$ cat config.mk
export PLATFORM = sky130hd
export DESIGN_NAME = hcct_top
export DESIGN_NICKNAME = d
export VERILOG_FILES = /design/src/pkg/hcct_pkg.sv /design/src/rtl/hcct_check_capture.sv /design/src/rtl/hcct_len_counter.sv /design/src/rtl/hcct_top.sv
export SDC_FILE = /design/constraint.sdc
export NUM_CORES = 1
export LEC_CHECK = 0
export BUFFER_PORTS_ARGS = -buffer_cell sky130_fd_sc_hd__buf_2
export CORE_ASPECT_RATIO = 0.7
export CORE_MARGIN = 1.5
export CORE_UTILIZATION = 50
export CTS_BUF_LIST = sky130_fd_sc_hd__clkbuf_2 sky130_fd_sc_hd__clkbuf_4 sky130_fd_sc_hd__clkbuf_8
export DETAILED_ROUTE_END_ITERATION = 12
export PLACE_DENSITY = 0.82
export SKIP_LAST_GASP = 1
export SYNTH_ARGS = -nofsm -noshare
export SYNTH_HDL_FRONTEND = slang
export SYNTH_SLANG_ARGS = --single-unit
$ cat constraint.sdc
create_clock -name i_mclk -period 3.1 [get_ports i_mclk]
set_clock_uncertainty 0.15 [all_clocks]
set_input_delay 0.155 -clock i_mclk [delete_from_list [all_inputs] [get_ports i_mclk]]
set_output_delay 0.155 -clock i_mclk [all_outputs]
set_load 0.01 [all_outputs]
$ cat src/pkg/hcct_pkg.sv
// Constants shared by the check-capture, length-counter and test-control logic
package hcct_pkg;
	localparam int         DW             = 8;
	localparam int         AW             = 5;
	// Register offsets on the processor port
	localparam logic [4:0] OFF_CHECK_HIGH = 5'h18;
	localparam logic [4:0] OFF_CHECK_LOW  = 5'h19;
	localparam logic [4:0] OFF_TX_LENGTH  = 5'h1a;
	localparam logic [4:0] OFF_TEST_CTRL  = 5'h1b;
	// Test control bit positions
	localparam int         BIT_SOFT_RST   = 7;
	localparam int         BIT_LOOPBACK   = 6;
	localparam int         BIT_FIFO_TEST  = 2;
	// Writable test bits: 7..1, bit 0 unused
	localparam logic [7:0] TEST_WR_MASK   = 8'hfe;
	// Values after reset
	localparam logic [7:0] RST_TX_LENGTH  = 8'h00;
	localparam logic [7:0] RST_TEST_CTRL  = 8'h00;
	localparam logic [7:0] RST_CHECK      = 8'h00;
	localparam logic [7:0] UNMAPPED_READ  = 8'h00;
	// Count at which the next transmit write is tagged as packet end
	localparam logic [7:0] COUNT_LAST     = 8'h01;
	localparam logic [7:0] COUNT_IDLE     = 8'h00;
endpackage

$ cat src/rtl/hcct_check_capture.sv
// Captures the received check sequence bit by bit and latches it at packet end
`timescale 1ns/100ps
module hcct_check_capture (
	input  wire logic       i_mclk,
	input  wire logic       i_rst,
	input  wire logic       i_bit_valid,
	input  wire logic       i_bit,
	input  wire logic       i_pkt_end,
	output logic [7:0]      o_check_high,
	output logic [7:0]      o_check_low
);
	logic [15:0] shift_q;
	logic [15:0] shift_d;
	logic [15:0] hold_q;
	logic [15:0] hold_d;

	// First bit on the line ends in bit 15; no re-inversion is done
	assign shift_d = i_bit_valid ? {shift_q[14:0], i_bit} : shift_q;
	// A bit arriving with the end strobe still belongs to this packet
	assign hold_d  = i_pkt_end ? shift_d : hold_q;

	// Shift and latch registers
	always_ff @(posedge i_mclk) begin
		if (i_rst) begin
			shift_q <= {hcct_pkg::RST_CHECK, hcct_pkg::RST_CHECK};
			hold_q  <= {hcct_pkg::RST_CHECK, hcct_pkg::RST_CHECK};
		end else begin
			shift_q <= shift_d;
			hold_q  <= hold_d;
		end
	end

	assign o_check_high = hold_q[15:8];
	assign o_check_low  = hold_q[7:0];

	// Latched value only changes at a packet end
	property p_hold_stable;
		@(posedge i_mclk) disable iff (i_rst)
		!i_pkt_end |=> $stable(hold_q);
	endproperty
	a_hold_stable: assert property (p_hold_stable) else $error("check latch moved");

	// Line bit arriving with the end strobe is latched in bit 0 of the low byte
	property p_msb_first;
		@(posedge i_mclk) disable iff (i_rst)
		(i_pkt_end && i_bit_valid) |=> (o_check_low[0] == $past(i_bit));
	endproperty
	a_msb_first: assert property (p_msb_first) else $error("check bit order wrong");
endmodule

$ cat src/rtl/hcct_len_counter.sv
// Transmit length counter that tags the final byte of each packet
`timescale 1ns/100ps
module hcct_len_counter (
	input  wire logic       i_mclk,
	input  wire logic       i_rst,
	input  wire logic       i_load,
	input  wire logic [7:0] i_load_val,
	input  wire logic       i_cycle_en,
	input  wire logic       i_fifo_wr,
	output logic [7:0]      o_count,
	output logic            o_end_tag
);
	logic [7:0] count_q;
	logic [7:0] count_d;
	logic [7:0] reload_q;
	logic [7:0] reload_d;
	logic       at_last;

	assign at_last   = (count_q == hcct_pkg::COUNT_LAST);
	assign o_end_tag = at_last;
	assign o_count   = count_q;

	// Software load wins over a write completing in the same cycle
	assign count_d =
		i_load                            ? i_load_val :
		!i_fifo_wr                        ? count_q :
		(at_last && i_cycle_en)           ? reload_q :
		(count_q == hcct_pkg::COUNT_IDLE) ? count_q :
		count_q - 8'h01;
	assign reload_d = i_load ? i_load_val : reload_q;

	// Counter and programmed length
	always_ff @(posedge i_mclk) begin
		if (i_rst) begin
			count_q  <= hcct_pkg::RST_TX_LENGTH;
			reload_q <= hcct_pkg::RST_TX_LENGTH;
		end else begin
			count_q  <= count_d;
			reload_q <= reload_d;
		end
	end

	// A write at one with cycling on brings back the programmed length
	property p_reload;
		@(posedge i_mclk) disable iff (i_rst)
		(i_fifo_wr && !i_load && at_last && i_cycle_en) |=> (count_q == $past(reload_q));
	endproperty
	a_reload: assert property (p_reload) else $error("length did not reload");

	// Without cycling the counter parks at zero
	property p_park;
		@(posedge i_mclk) disable iff (i_rst)
		(i_fifo_wr && !i_load && at_last && !i_cycle_en) |=> (count_q == 8'h00);
	endproperty
	a_park: assert property (p_park) else $error("length did not stop at zero");
endmodule

$ cat src/rtl/hcct_top.sv
// HDLC check capture, transmit length counter and test control register
// Summary of operation
// Read-only byte holds captured check high bits
// Read-only byte holds captured check low bits
// Check bits stored MSB first, still inverted
// Both check bytes update at packet end
// Eight-bit writable length counter, zero at reset
// Count of one tags next write as end
// Counter decrements after each transmit FIFO write; here only processor writes count, looped bytes do not
// Cycle bit reloads programmed length after end
// Test bit 7 resets controller like reset
// Soft reset clears after two zero writes
// Bit 6 copies received bytes into transmit FIFO
// Looped bytes transmitted; good and bad packets
// Software may loop by copying FIFO bytes
// Bit 2 swaps processor FIFO write and read
// Test mode routes tags; readback shows transmit tags
// Software keeps test bits 5,4,3,1 zero
// Cycle bit from control register two input
// Without cycling counter stops at zero
`timescale 1ns/100ps
module hcct_top (
	input  wire logic       i_mclk,
	input  wire logic       i_sys_rst,
	// Processor register port
	input  wire logic [4:0] i_addr,
	input  wire logic       i_wr_en,
	input  wire logic       i_rd_en,
	input  wire logic [7:0] i_wdata,
	output logic [7:0]      o_rdata,
	// Cycle control bit from the second control register
	input  wire logic       i_cycle_en,
	// Receiver side: check bits and packet end
	input  wire logic       i_rcv_check_valid,
	input  wire logic       i_rcv_check_bit,
	input  wire logic       i_rcv_pkt_end,
	// Receiver writes into the receive FIFO
	input  wire logic       i_rcv_wr,
	input  wire logic [7:0] i_rcv_data,
	input  wire logic       i_rcv_packet_end_tag,
	input  wire logic       i_rcv_frame_abort_tag,
	// Processor writes aimed at the transmit FIFO
	input  wire logic       i_cpu_txf_wr,
	input  wire logic [7:0] i_cpu_txf_data,
	input  wire logic       i_cpu_frame_abort_tag,
	input  wire logic       i_cpu_packet_end_tag,
	output logic            o_cpu_txf_ready,
	// Processor reads aimed at the receive FIFO
	input  wire logic       i_cpu_rxf_rd,
	output logic [7:0]      o_cpu_fifo_q,
	output logic [1:0]      o_fifo_tag_readback_bits,
	// Heads of both FIFOs
	input  wire logic [7:0] i_rxf_head,
	input  wire logic [1:0] i_rxf_head_tags,
	input  wire logic [7:0] i_txf_head,
	input  wire logic [1:0] i_txf_head_tags,
	// Transmit FIFO write and read
	output logic            o_txf_wr,
	output logic [7:0]      o_txf_data,
	output logic            o_txf_packet_end_tag,
	output logic            o_txf_frame_abort_tag,
	output logic            o_txf_rd,
	// Receive FIFO write and read
	output logic            o_rxf_wr,
	output logic [7:0]      o_rxf_data,
	output logic            o_rxf_packet_end_tag,
	output logic            o_rxf_frame_abort_tag,
	output logic            o_rxf_rd,
	// Reset to the rest of the controller
	output logic            o_ctl_rst
);
	logic [7:0] test_q;
	logic [7:0] test_d;
	logic       zero_seen_q;
	logic       zero_seen_d;
	logic       ctl_rst;
	logic       soft_rst;
	logic       loop_en;
	logic       fifo_test;
	logic       wr_test;
	logic       wr_length;
	logic [7:0] check_high;
	logic [7:0] check_low;
	logic [7:0] tx_length_count;
	logic       count_end_tag;
	logic       cpu_txf_go;
	logic       loop_wr;
	logic       cpu_tx_count;
	logic [7:0] reg_sel;
	logic [7:0] rdata_q;
	logic [7:0] rdata_d;
	logic [7:0] fifo_q_q;
	logic [7:0] fifo_q_d;
	logic [1:0] tags_q;
	logic [1:0] tags_d;

	// Address decode shared by write and read paths
	function automatic logic hit(input logic [4:0] a, input logic [4:0] off);
		hit = (a == off);
	endfunction

	assign wr_test   = i_wr_en && hit(i_addr, hcct_pkg::OFF_TEST_CTRL);
	assign wr_length = i_wr_en && hit(i_addr, hcct_pkg::OFF_TX_LENGTH);

	// Test control fields
	assign soft_rst  = test_q[hcct_pkg::BIT_SOFT_RST];
	assign loop_en   = test_q[hcct_pkg::BIT_LOOPBACK];
	assign fifo_test = test_q[hcct_pkg::BIT_FIFO_TEST];

	// Soft reset acts like the reset pin on capture, counter and FIFO strobes, but not on this register or the read data registers
	assign ctl_rst   = i_sys_rst || soft_rst;
	assign o_ctl_rst = ctl_rst;

	// Soft reset bit survives one zero write; the second one clears it
	always_comb begin
		test_d      = test_q;
		zero_seen_d = zero_seen_q;
		if (wr_test) begin
			test_d = i_wdata & hcct_pkg::TEST_WR_MASK;
			if (!i_wdata[hcct_pkg::BIT_SOFT_RST]) begin
				zero_seen_d = !zero_seen_q;
				test_d[hcct_pkg::BIT_SOFT_RST] = soft_rst && !zero_seen_q;
			end else begin
				zero_seen_d = 1'b0;
			end
		end
	end

	// Test register: cleared only by the pin, never by itself
	always_ff @(posedge i_mclk) begin
		if (i_sys_rst) begin
			test_q      <= hcct_pkg::RST_TEST_CTRL;
			zero_seen_q <= 1'b0;
		end else begin
			test_q      <= test_d;
			zero_seen_q <= zero_seen_d;
		end
	end

	// Check sequence capture
	hcct_check_capture u_capture (
		.i_mclk       (i_mclk),
		.i_rst        (ctl_rst),
		.i_bit_valid  (i_rcv_check_valid),
		.i_bit        (i_rcv_check_bit),
		.i_pkt_end    (i_rcv_pkt_end),
		.o_check_high (check_high),
		.o_check_low  (check_low)
	);

	// Length counter advances only on processor writes that reach the transmit FIFO
	assign cpu_tx_count = cpu_txf_go && !fifo_test;
	hcct_len_counter u_length (
		.i_mclk     (i_mclk),
		.i_rst      (ctl_rst),
		.i_load     (wr_length),
		.i_load_val (i_wdata),
		.i_cycle_en (i_cycle_en),
		.i_fifo_wr  (cpu_tx_count),
		.o_count    (tx_length_count),
		.o_end_tag  (count_end_tag)
	);

	// Looped receive bytes take the transmit FIFO port; processor waits meanwhile
	assign loop_wr         = loop_en && !fifo_test && i_rcv_wr && !ctl_rst;
	assign o_cpu_txf_ready = !loop_wr;
	assign cpu_txf_go      = i_cpu_txf_wr && !loop_wr && !ctl_rst;

	// Transmit FIFO input: looped byte, or processor byte outside test mode
	assign o_txf_wr = loop_wr || (cpu_txf_go && !fifo_test);
	assign o_txf_data = loop_wr ? i_rcv_data : i_cpu_txf_data;
	assign o_txf_packet_end_tag = loop_wr ? i_rcv_packet_end_tag :
		(i_cpu_packet_end_tag || count_end_tag);
	assign o_txf_frame_abort_tag = loop_wr ? i_rcv_frame_abort_tag :
		i_cpu_frame_abort_tag;

	// Receive FIFO input: processor write in test mode, else receiver
	assign o_rxf_wr = fifo_test ? cpu_txf_go : (i_rcv_wr && !ctl_rst);
	assign o_rxf_data = fifo_test ? i_cpu_txf_data : i_rcv_data;
	assign o_rxf_packet_end_tag = fifo_test ? i_cpu_packet_end_tag :
		i_rcv_packet_end_tag;
	assign o_rxf_frame_abort_tag = fifo_test ? i_cpu_frame_abort_tag :
		i_rcv_frame_abort_tag;

	// Processor FIFO read steered to one FIFO or the other
	assign o_rxf_rd = i_cpu_rxf_rd && !fifo_test && !ctl_rst;
	assign o_txf_rd = i_cpu_rxf_rd && fifo_test && !ctl_rst;
	assign fifo_q_d = !i_cpu_rxf_rd ? fifo_q_q :
		(fifo_test ? i_txf_head : i_rxf_head);
	assign tags_d = !i_cpu_rxf_rd ? tags_q :
		(fifo_test ? i_txf_head_tags : i_rxf_head_tags);

	// Register read select; unmapped offsets read zero
	assign reg_sel =
		hit(i_addr, hcct_pkg::OFF_CHECK_HIGH) ? check_high :
		hit(i_addr, hcct_pkg::OFF_CHECK_LOW)  ? check_low :
		hit(i_addr, hcct_pkg::OFF_TX_LENGTH)  ? tx_length_count :
		hit(i_addr, hcct_pkg::OFF_TEST_CTRL)  ? test_q :
		hcct_pkg::UNMAPPED_READ;
	assign rdata_d = i_rd_en ? reg_sel : rdata_q;

	// Read data held until the next read
	always_ff @(posedge i_mclk) begin
		if (i_sys_rst) begin
			rdata_q  <= hcct_pkg::UNMAPPED_READ;
			fifo_q_q <= hcct_pkg::UNMAPPED_READ;
			tags_q   <= 2'h0;
		end else begin
			rdata_q  <= rdata_d;
			fifo_q_q <= fifo_q_d;
			tags_q   <= tags_d;
		end
	end

	assign o_rdata                  = rdata_q;
	assign o_cpu_fifo_q             = fifo_q_q;
	assign o_fifo_tag_readback_bits = tags_q;

	// Soft reset drives the controller reset and clears counter and capture
	property p_soft_rst;
		@(posedge i_mclk) disable iff (i_sys_rst)
		soft_rst |-> o_ctl_rst ##1
			(tx_length_count == hcct_pkg::RST_TX_LENGTH && check_high == hcct_pkg::RST_CHECK);
	endproperty
	a_soft_rst: assert property (p_soft_rst) else $error("soft reset not applied");

	// A single zero write after setting leaves soft reset on
	property p_one_zero;
		@(posedge i_mclk) disable iff (i_sys_rst)
		(soft_rst && !zero_seen_q && wr_test && !i_wdata[7]) |=> soft_rst;
	endproperty
	a_one_zero: assert property (p_one_zero) else $error("soft reset cleared too early");

	// Soft reset never drops without a write
	property p_no_self_clear;
		@(posedge i_mclk) disable iff (i_sys_rst)
		(soft_rst && !wr_test) |=> soft_rst;
	endproperty
	a_no_self_clear: assert property (p_no_self_clear) else $error("soft reset self cleared");

	// Loopback copies each received byte into the transmit FIFO
	property p_loop_copy;
		@(posedge i_mclk) disable iff (ctl_rst)
		(loop_en && !fifo_test && i_rcv_wr) |->
			(o_txf_wr && o_rxf_wr && o_txf_data == i_rcv_data &&
			 o_txf_packet_end_tag == i_rcv_packet_end_tag);
	endproperty
	a_loop_copy: assert property (p_loop_copy) else $error("loopback byte missing");

	// Test mode sends processor writes to the receive FIFO only
	property p_test_write;
		@(posedge i_mclk) disable iff (ctl_rst)
		(fifo_test && i_cpu_txf_wr) |->
			(o_rxf_wr && !o_txf_wr && o_rxf_data == i_cpu_txf_data);
	endproperty
	a_test_write: assert property (p_test_write) else $error("test write misrouted");

	// Test mode read returns transmit head and its tags
	property p_test_read;
		@(posedge i_mclk) disable iff (ctl_rst)
		(fifo_test && i_cpu_rxf_rd) |=>
			(o_cpu_fifo_q == $past(i_txf_head) &&
			 o_fifo_tag_readback_bits == $past(i_txf_head_tags));
	endproperty
	a_test_read: assert property (p_test_read) else $error("test read misrouted");

	// Processor write at count one carries the end tag
	property p_end_tag;
		@(posedge i_mclk) disable iff (ctl_rst)
		(cpu_tx_count && !loop_wr && tx_length_count == 8'h01) |-> o_txf_packet_end_tag;
	endproperty
	a_end_tag: assert property (p_end_tag) else $error("end tag missing");

	// Counter steps down by one after a write above one
	property p_decrement;
		@(posedge i_mclk) disable iff (ctl_rst)
		(cpu_tx_count && !wr_length && tx_length_count > 8'h01) |=>
			(tx_length_count == $past(tx_length_count) - 8'h01);
	endproperty
	a_decrement: assert property (p_decrement) else $error("counter did not decrement");

	// Check high byte read returns captured value one cycle on
	property p_read_high;
		@(posedge i_mclk) disable iff (ctl_rst)
		(i_rd_en && i_addr == 5'h18) |=> (o_rdata == $past(check_high));
	endproperty
	a_read_high: assert property (p_read_high) else $error("check high read wrong");

	// Check low byte read returns captured value
	property p_read_low;
		@(posedge i_mclk) disable iff (ctl_rst)
		(i_rd_en && i_addr == hcct_pkg::OFF_CHECK_LOW) |=> (o_rdata == $past(check_low));
	endproperty
	a_read_low: assert property (p_read_low) else $error("check low read wrong");

	// Length read shows the live count
	property p_read_length;
		@(posedge i_mclk) disable iff (ctl_rst)
		(i_rd_en && i_addr == hcct_pkg::OFF_TX_LENGTH) |=> (o_rdata == $past(tx_length_count));
	endproperty
	a_read_length: assert property (p_read_length) else $error("length read wrong");

	// Looped byte takes the port; a processor write that cycle is held off
	property p_loop_stall;
		@(posedge i_mclk) disable iff (ctl_rst)
		(loop_wr && i_cpu_txf_wr) |-> (!o_cpu_txf_ready && o_txf_data == i_rcv_data);
	endproperty
	a_loop_stall: assert property (p_loop_stall) else $error("loop stall broken");

	// Looped bytes never move the length counter
	property p_loop_no_count;
		@(posedge i_mclk) disable iff (ctl_rst)
		(loop_wr && !wr_length) |=> $stable(tx_length_count);
	endproperty
	a_loop_no_count: assert property (p_loop_no_count) else $error("loop byte counted");
endmodule

==> results of run 1 <==
power by group through the flow:
stage,Combinational [W],Clock [W],Sequential [W]
2_1_floorplan,0.000347,0,0.00106
3_3_place_gp,0.000470,0,0.00107
3_5_place_dp,0.000480,0,0.00107
4_1_cts,0.000496,0.000724,0.00105
5_1_grt,0.000547,0.000768,0.00106
6_report,0.000501,0.000711,0.00105
flip-flops by register name, summed over array words and instances, names as in the netlist:
register and cells:
o_rdata 8, u_capture.shift_q 16, u_length.reload_q 8, u_length.o_count 8
o_fifo_tag_readback_bits 2, zero_seen_q 1, u_capture.hold_q 16, test_q 7
o_cpu_fifo_q 8
final cells by class:
class	instances	area (sq um)	area share
clock buffers	9	124	0.0277
well taps	94	118	0.0263
repair buffers	124	698	0.156
clock inverters	7	60.1	0.0135
flip-flops and latches	74	1480	0.332
multi-input cells	296	1950	0.436
inverters	10	37.5	0.00841
Yosys cell counts (3+ instances only):
cell	n
a211oi_1	36
ha_1	3
inv_1	9
dfxtp_1	74
and3_1	3
o21ai_0	15
mux2i_1	36
clkbuf_1	20
nor2_1	68
a21oi_1	29
nand3_1	7
nor3_1	7
mux2_2	27
a22oi_1	8
buf_2	4
nand2_1	32
stage by stage:
| stage | hold WS (ns) | area, sq um |
|---|---|---|
| global placement | 0.262 | 4140 |
| global route | 0.0196 | 4460 |
| CTS | 0.000492 | 4460 |
| floorplan | 0.141 | 3580 |
| detailed placement | 0.274 | 4140 |
| finish | 0.0147 | 4460 |
kinds of logic (layout without fill, tap and decap cells):
logic type	count (synthesis)	count (layout)
AND/OR/NAND/NOR	129	129
AO/OA/AOI/OAI	97	97
flip-flops	74	74
multiplexers	65	65
buffers and inverters	37	150
adder cells (fa/ha/maj)	3	3
XOR/XNOR	2	2
routing by layer:
layer	track usage	vias up	wire [um]
met4	0.0787	0	146
li1	-	1657	-
met2	0.442	132	4650
met5	0	-	0
met3	0.0728	15	696
met1	0.317	1531	4260
cells in the final DEF, fill, tap and decap left out, drive strengths merged, types with 7 or more instances in the layout:
cell type    netlist  routed
dlygate4sd3        0      14
o21ai             15      15
nand3              7       7
a211oi            36      36
clkbuf            20       9
mux2i             36      36
nor2              69      69
buf                6     110
inv               10      14
nor3               9       9
a22oi              8       8
dfxtp             74      74
a21oi             29      29
nand2             32      32
mux2              29      29
critical path: stages, from the launching register on:
cell and delay (ns):
dfxtp_1 0.35, nor2_1 0.54, inv_2 0.07, nor3_1 0.18
buf_4 0.23, mux2_2 0.37, buf_2 0.14
how the worst min path moves through the flow:
| stage | depth (start not counted) | endpoint | start |
|---|---|---|---|
| after global routing | 3 | o_cpu_fifo_q[6] | i_rxf_head[6] |
| after global placement | 3 | u_capture.shift_q[0] | i_rcv_check_bit |
| after CTS | 3 | o_cpu_fifo_q[3] | i_rxf_head[3] |
| final | 3 | o_cpu_fifo_q[4] | i_txf_head[4] |
| after detailed placement | 3 | u_length.reload_q[0] | i_wdata[0] |
| after floorplan | 2 | u_length.reload_q[2] | i_wdata[2] |
==> reports/metrics.yaml, run 1 <==
status:
  run_status: "finished clean"
clocking:
  clkSinkCount: 74
  cts_tree: "yes"
  htree_levels: 3
  cts_hold_buf: 14
  root_buffer: "clkbuf_8"
  cts_setup_buffers: 0
  clockBufferDepth: 2
  clkLatencyLatePin_ns: 0.36
  clkTransAtPathRegs_ns: 0.08
  numCtsBuffers: 9
  cts.repair.resized: 0
power_and_ir_drop:
  seq_power_share: 0.465
  p_sw_w: 0.000730
  p_int_w: 0.00153
  p_per_area_mw_per_mm2: 507
  p_leak_nw: 1.83
  p_sw_frac: 0.323
  power.total_w: 0.00226
  irDropWorstVdd_uv: 289
  combPwrFrac: 0.221
  clockPowerShare: 0.314
timing:
  fmax_ghz: 0.395
  worstMarginPinSlew_ns: 0.689
  relSlewSlack: 0.537
  hold_viol: 0
  fin_crit_sh: 0.817
  setup_viol: 0
  fin_ws_ns: 0.568
  drv_slew: 0
  final.setup.tns_ns: 0
  rsz0062_at_grt: "false"
  fin_crit_ns: 2.53
worst_setup_path:
  cp-end-kind: "primary output"
  cp.arrival_ns: 2.23
  cp_max_fo: 12
  crit-reg2reg-launch: "u_length.o_count[3]"
  worst_r2r_endpoint: "u_length.o_count[2]"
  reg2reg_setup_slack_ns: 0.80
  critical_path.endpoint: "o_txf_data[1]"
  crit_type: "reg2out"
  worstPathRequired_ns: 2.79
  r2r_cells: 5
  crit_path_start: "test_q[7]"
  cp-start-kind: "flop"
placement:
  dp.cells: 584
  hpwl_um: 7120
  routabilityCongestion: 0.918
  dp_slack_ns: 0.820
  port_buffers: 107
synth:
  synth_area_sq_mm: 0.00358
  synth_edf_count: 0
  synth_compound_area_frac: 0.177
  synth_seq_cells: 74
  syn_area_per_cell_sq_um: 8.79
  synth_mux_area_frac: 0.193
  synthArstFlopShare: 0
  ys.flop_type: "dfxtp_1"
  syn-instance-count: 407
  seq_area_frac_synth: 0.414
  synthAdderAreaFrac: 0.0105
  ys_warn_count: 0
  synth.largest_area_cell: "dfxtp_1"
  synth.area.top_cells: "dfxtp_1, mux2i_1, mux2_2"
  synth_xor_area_frac: 0.00490
  synth-simple-area-share: 0.159
  synth_cell_type_count: 39
  synth_fp_nets: 474
  synth_top_cell_area_share: 0.414
  synth_top_family_by_area: "multiplexers"
detailed_routing:
  drtPass1Iterations: 5
  ant_nets: 0
  routed_via_density: 5.43
  vias: 3335
  drc: 0
  totalWireLength_um: 9750
  drt_iter0_drc: 240
  wl_per_cell_um: 15.9
global_route:
  grt_usage: 0.257
  grt_max_degree: 45
  antenna_found_initial: 0
  globalRouteOverflowTotal: 0
  grt_pass1_vias: 3118
  grt_pass1_wl_um: 15300
floorplan:
  num_rows: 25
  dieWidth_um: 104
  die_h_um: 73.8
  ios: 108
  initial_utilization: 0.522
  core_area_sq_mm: 0.00685
  die_area_sq_mm: 0.00768
final_layout:
  drive_above_1_share: 0.310
  final_core_util: 0.652
  instances_no_fill: 614
  fin_nets: 582
  area_growth_pct: 24.8
  fillerInstances: 586
  diodes: 0
worst_hold_path:
  hold_class: "in2reg"
flow_run:
  drv_cap: 0
Note: power is estimated with default switching activity, not from simulation.
==> run 2, diff against run 1 <==
- clock period: 3.1 -> 2.6 ns (I/O delays scaled with it)
==> reports/metrics.yaml, run 2 (same netlist as run 1, synthesis figures left out) <==
status:
  run_status: "finished clean"
worst_setup_path:
  cp-end-kind: "primary output"
  slowest_stage: "dlygate4sd3_1"
  slowest_delay_ns: 0.54
  crit_type: "in2out"
  path_common_cell: "buf_2"
  worstPathRequired_ns: 2.32
  crit_chain: "dlygate4sd3_1 -> buf_2 -> nor2_1 -> inv_2 -> nor3_1 -> buf_4 -> mux2_2 -> buf_2"
  cp_max_fo: 12
  cp-start-kind: "input port"
  cp.arrival_ns: 1.98
floorplan:
  dieWidth_um: 104
  num_rows: 25
  core_area_sq_mm: 0.00685
  ios: 108
  die_area_sq_mm: 0.00768
  die_h_um: 73.8
  initial_utilization: 0.522
power_and_ir_drop:
  power.total_w: 0.00288
  p_per_area_mw_per_mm2: 623
  irDropWorstVdd_uv: 329
  p_leak_nw: 1.92
timing:
  setup_viol: 0
  final.setup.tns_ns: 0
  drv_slew: 0
  fin_crit_ns: 2.26
  rsz0062_at_grt: "false"
  fmax_ghz: 0.443
  hold_viol: 0
  relSlewSlack: 0.532
  worstMarginPinSlew_ns: 0.696
  fin_crit_sh: 0.869
placement:
  port_buffers: 107
  hpwl_um: 7110
  routabilityCongestion: 0.860
final_layout:
  final_cell_mix: "buf_2, dfxtp_1, nor2_1"
  final_common_cell: "buf_2"
  fin_nets: 595
  drive_above_1_share: 0.313
  largestRegisters: "u_capture.hold_q (16), u_capture.shift_q (16)"
  fillerInstances: 555
  area_growth_pct: 29.1
  diodes: 0
clocking:
  cts_setup_buffers: 0
  numCtsBuffers: 9
  cts_hold_buf: 21
  htree_levels: 3
  clockBufferDepth: 2
  cts.repair.resized: 0
  root_buffer: "clkbuf_8"
  clkLatencyLatePin_ns: 0.35
  clkSinkCount: 74
  cts_tree: "yes"
  clkTransAtPathRegs_ns: 0.08
detailed_routing:
  drc: 0
  drt_iter0_drc: 198
  drtPass1Iterations: 4
  totalWireLength_um: 10100
  wl_per_cell_um: 16.1
  vias: 3470
  ant_nets: 0
  routed_via_density: 5.53
global_route:
  grt_pass1_wl_um: 16200
  grt_max_degree: 45
  grt_pass1_vias: 3334
  antenna_found_initial: 0
  grt_usage: 0.271
  globalRouteOverflowTotal: 0
flow_run:
  drv_cap: 0
worst_hold_path:
  hold_class: "in2reg"
[run 2: cell types whose count changed in the layout (fill, tap and decap cells not counted), sizes merged]
cell,previous run,this run
dlygate4sd3,14,21
clkinv,0,3
bufinv,0,2
inv,14,12
buf,110,116
clkinvlp,3,0
[run 2: final cells by class]
type                    instances  area [sq um]  area share
multi-input cells             296          1950       0.421
clock inverters                 7           100      0.0217
repair buffers                137           813       0.176
clock buffers                   9           124      0.0268
well taps                      94           118      0.0255
flip-flops and latches         74          1480       0.321
inverters                      10          37.5     0.00813
[run 2: path summary, 6_finish.rpt]
kind | slack, ns | from | end | cells past startpoint
max | 0.34 | i_sys_rst | o_txf_data[2] | 8
min | 0.02 | i_rxf_head_tags[0] | o_fifo_tag_readback_bits[0] | 3
max reg2reg | 0.44 | u_length.o_count[3] | u_length.o_count[3] | 6
min reg2reg | 0.31 | u_length.reload_q[4] | u_length.reload_q[4] | 2
[run 2: worst max-delay path: cells and delay by family]
kind	cells	cell delay, ns
buffers and inverters	5	1.15
muxes	1	0.36
and+or+nand+nor	2	0.33
[run 2: metal layers]
| layer | routed length [um] | global-route usage |
|---|---|---|
| met1 | 4390 | 0.333 |
| met3 | 576 | 0.0630 |
| met4 | 404 | 0.134 |
| met2 | 4750 | 0.457 |
| met5 | 0 | 0 |
[run 2: report_power, final]
part           internal, W  switching, W
combinational     0.000289      0.000334
sequential         0.00119     0.0000629
clock             0.000548      0.000453
total              0.00203      0.000850
[run 2: through the flow]
stage	instance area (sq um)	std cells	worst slack [ns]	utilization	hold slack [ns]
after floorplan	3580	407	0.445	-	0.116
after global placement	4190	590	0.502	0.611	0.238
after detailed placement	4190	590	0.453	0.611	0.240
after CTS	4620	627	0.343	0.674	0.0000195
after global routing	4620	627	0.216	0.674	0.0105
final	4620	627	0.341	0.674	0.0202
==> run 3, diff against run 2 <==
- CORE_UTILIZATION: 50 -> 48
- clock period: 2.6 -> 1.94 ns (I/O delays scaled with it)
==> reports/metrics.yaml, run 3 (same netlist as run 1, synthesis figures left out) <==
status:
  run_status: "finished, violations left"
  violations: "negative setup slack"
placement:
  port_buffers: 107
  post_dp_cell_area_sq_mm: 0.00433
  hpwl_um: 7490
  routabilityCongestion: 0.883
timing:
  relSlewSlack: 0.622
  hold_viol: 0
  drv_slew: 0
  fin_crit_sh: 1.08
  fmax_ghz: 0.475
  worstMarginPinSlew_ns: 0.567
  setup_viol: 12
  fin_crit_ns: 2.10
  rsz0062_at_grt: "true"
  final.setup.tns_ns: -0.769
  fin_ws_ns: -0.164
final_layout:
  drive_above_1_share: 0.377
  final_cell_mix: "buf_2, dfxtp_1, nor2_1"
  diodes: 0
  final_common_cell: "buf_2"
  fin_area_sq_mm: 0.00510
  largestRegisters: "u_capture.hold_q (16), u_capture.shift_q (16)"
  fin_nets: 633
  area_growth_pct: 42.7
power_and_ir_drop:
  p_sw_w: 0.00126
  seq_power_share: 0.408
  p_int_w: 0.00279
  p_leak_nw: 2.16
  p_sw_frac: 0.312
  clockPowerShare: 0.312
  irDropWorstVdd_uv: 408
  p_per_area_mw_per_mm2: 793
  combPwrFrac: 0.280
floorplan:
  ios: 108
  initial_utilization: 0.493
  die_h_um: 75.2
  num_rows: 26
  core_area_sq_mm: 0.00725
  dieWidth_um: 106
  die_area_sq_mm: 0.00799
worst_setup_path:
  cp_max_fo: 18
  cp-end-kind: "flop"
  worstPathRequired_ns: 2.03
  reg2reg_setup_slack_ns: -0.16
  crit_type: "reg2reg"
  slowest_stage: "dlygate4sd3_1"
  slowest_delay_ns: 0.75
  path_buf_inv: 2
  cp.arrival_ns: 2.20
  cp-start-kind: "flop"
  crit_chain: "buf_8 -> mux2i_1 -> dlygate4sd3_1 -> a211oi_2"
  crit_family: "buffers and inverters"
clocking:
  cts_tree: "yes"
  clockBufferDepth: 2
  clkSinkCount: 74
  numCtsBuffers: 9
  root_buffer: "clkbuf_8"
  clkLatencyLatePin_ns: 0.37
  htree_levels: 3
  clkTransAtPathRegs_ns: 0.09
detailed_routing:
  drtPass1Iterations: 5
  routed_via_density: 5.89
  vias: 3942
  ant_nets: 0
  met3_length_um: 1300
  wl_met1_um: 4830
  wl_per_cell_um: 19.4
  drt_iter0_drc: 381
  drc: 0
  wl_met2_um: 6050
  top_layer: "met4"
  totalWireLength_um: 13000
global_route:
  grt_max_degree: 45
  antenna_found_initial: 0
  grt_pass1_wl_um: 17500
  grt_usage: 0.289
  globalRouteOverflowTotal: 0
  grt_pass1_vias: 3508
flow_run:
  drv_cap: 0
worst_hold_path:
  hold_class: "in2reg"
run 3: cell type report:
type	count	area, sq um
repair buffers	175	1190
well taps	98	123
flip-flops and latches	74	1490
inverters	10	37.5
fillers	500	2150
clock buffers	10	138
clock inverters	6	72.6
multi-input cells	296	2050
run 3: path summary, 6_finish.rpt:
| path | startpoint | endpoint | depth (start not counted) |
|---|---|---|---|
| worst max-delay path | test_q[2] | o_cpu_fifo_q[3] | 4 |
| worst min-delay path | i_addr[2] | o_rdata[0] | 4 |
| worst max register to register | test_q[2] | o_cpu_fifo_q[3] | 4 |
| worst min register to register | u_length.reload_q[1] | u_length.reload_q[1] | 2 |
run 3: power by group through the flow:
stage	Clock [W]	Sequential (W)	Combinational (W)
floorplan	0	0.00169	0.000571
global placement	0	0.00168	0.000855
detailed placement	0	0.00168	0.000891
CTS	0.00128	0.00165	0.000998
global route	0.00133	0.00166	0.00121
finish	0.00126	0.00165	0.00113
run 3: per-layer routing:
metal,global-route usage,up-vias
met5,0,-
met2,0.503,260
met3,0.0909,74
li1,-,1772
met4,0.185,0
met1,0.316,1836
run 3: repair_timing:
action,in CTS,in global routing
hold buffers,31,0
setup endpoints to repair,22,21
hold endpoints to repair,44,0
buffers inserted,8,2
gates resized for setup,9,36
cloned,1,0
pin swaps,5,7
run 3: worst reg2reg max path: stages (launching register included):
cell	delay, ns
dfxtp_2	0.47
buf_8	0.23
mux2i_1	0.26
dlygate4sd3_1	0.75
a211oi_2	0.12
run 3: metrics by stage:
step / worst slack, ns / instances / utilization / power (W) / hold slack (ns)
final: -0.164 / 669 / 0.704 / 0.00405 / 0.0620
after detailed placement: -0.0286 / 611 / 0.597 / 0.00257 / 0.218
after CTS: -0.0730 / 667 / 0.680 / 0.00392 / 0.00237
after floorplan: -0.0508 / 407 / - / 0.00226 / 0.0830
after global placement: -0.0174 / 611 / 0.597 / 0.00253 / 0.204
after global routing: -0.284 / 669 / 0.704 / 0.00421 / 0.0608
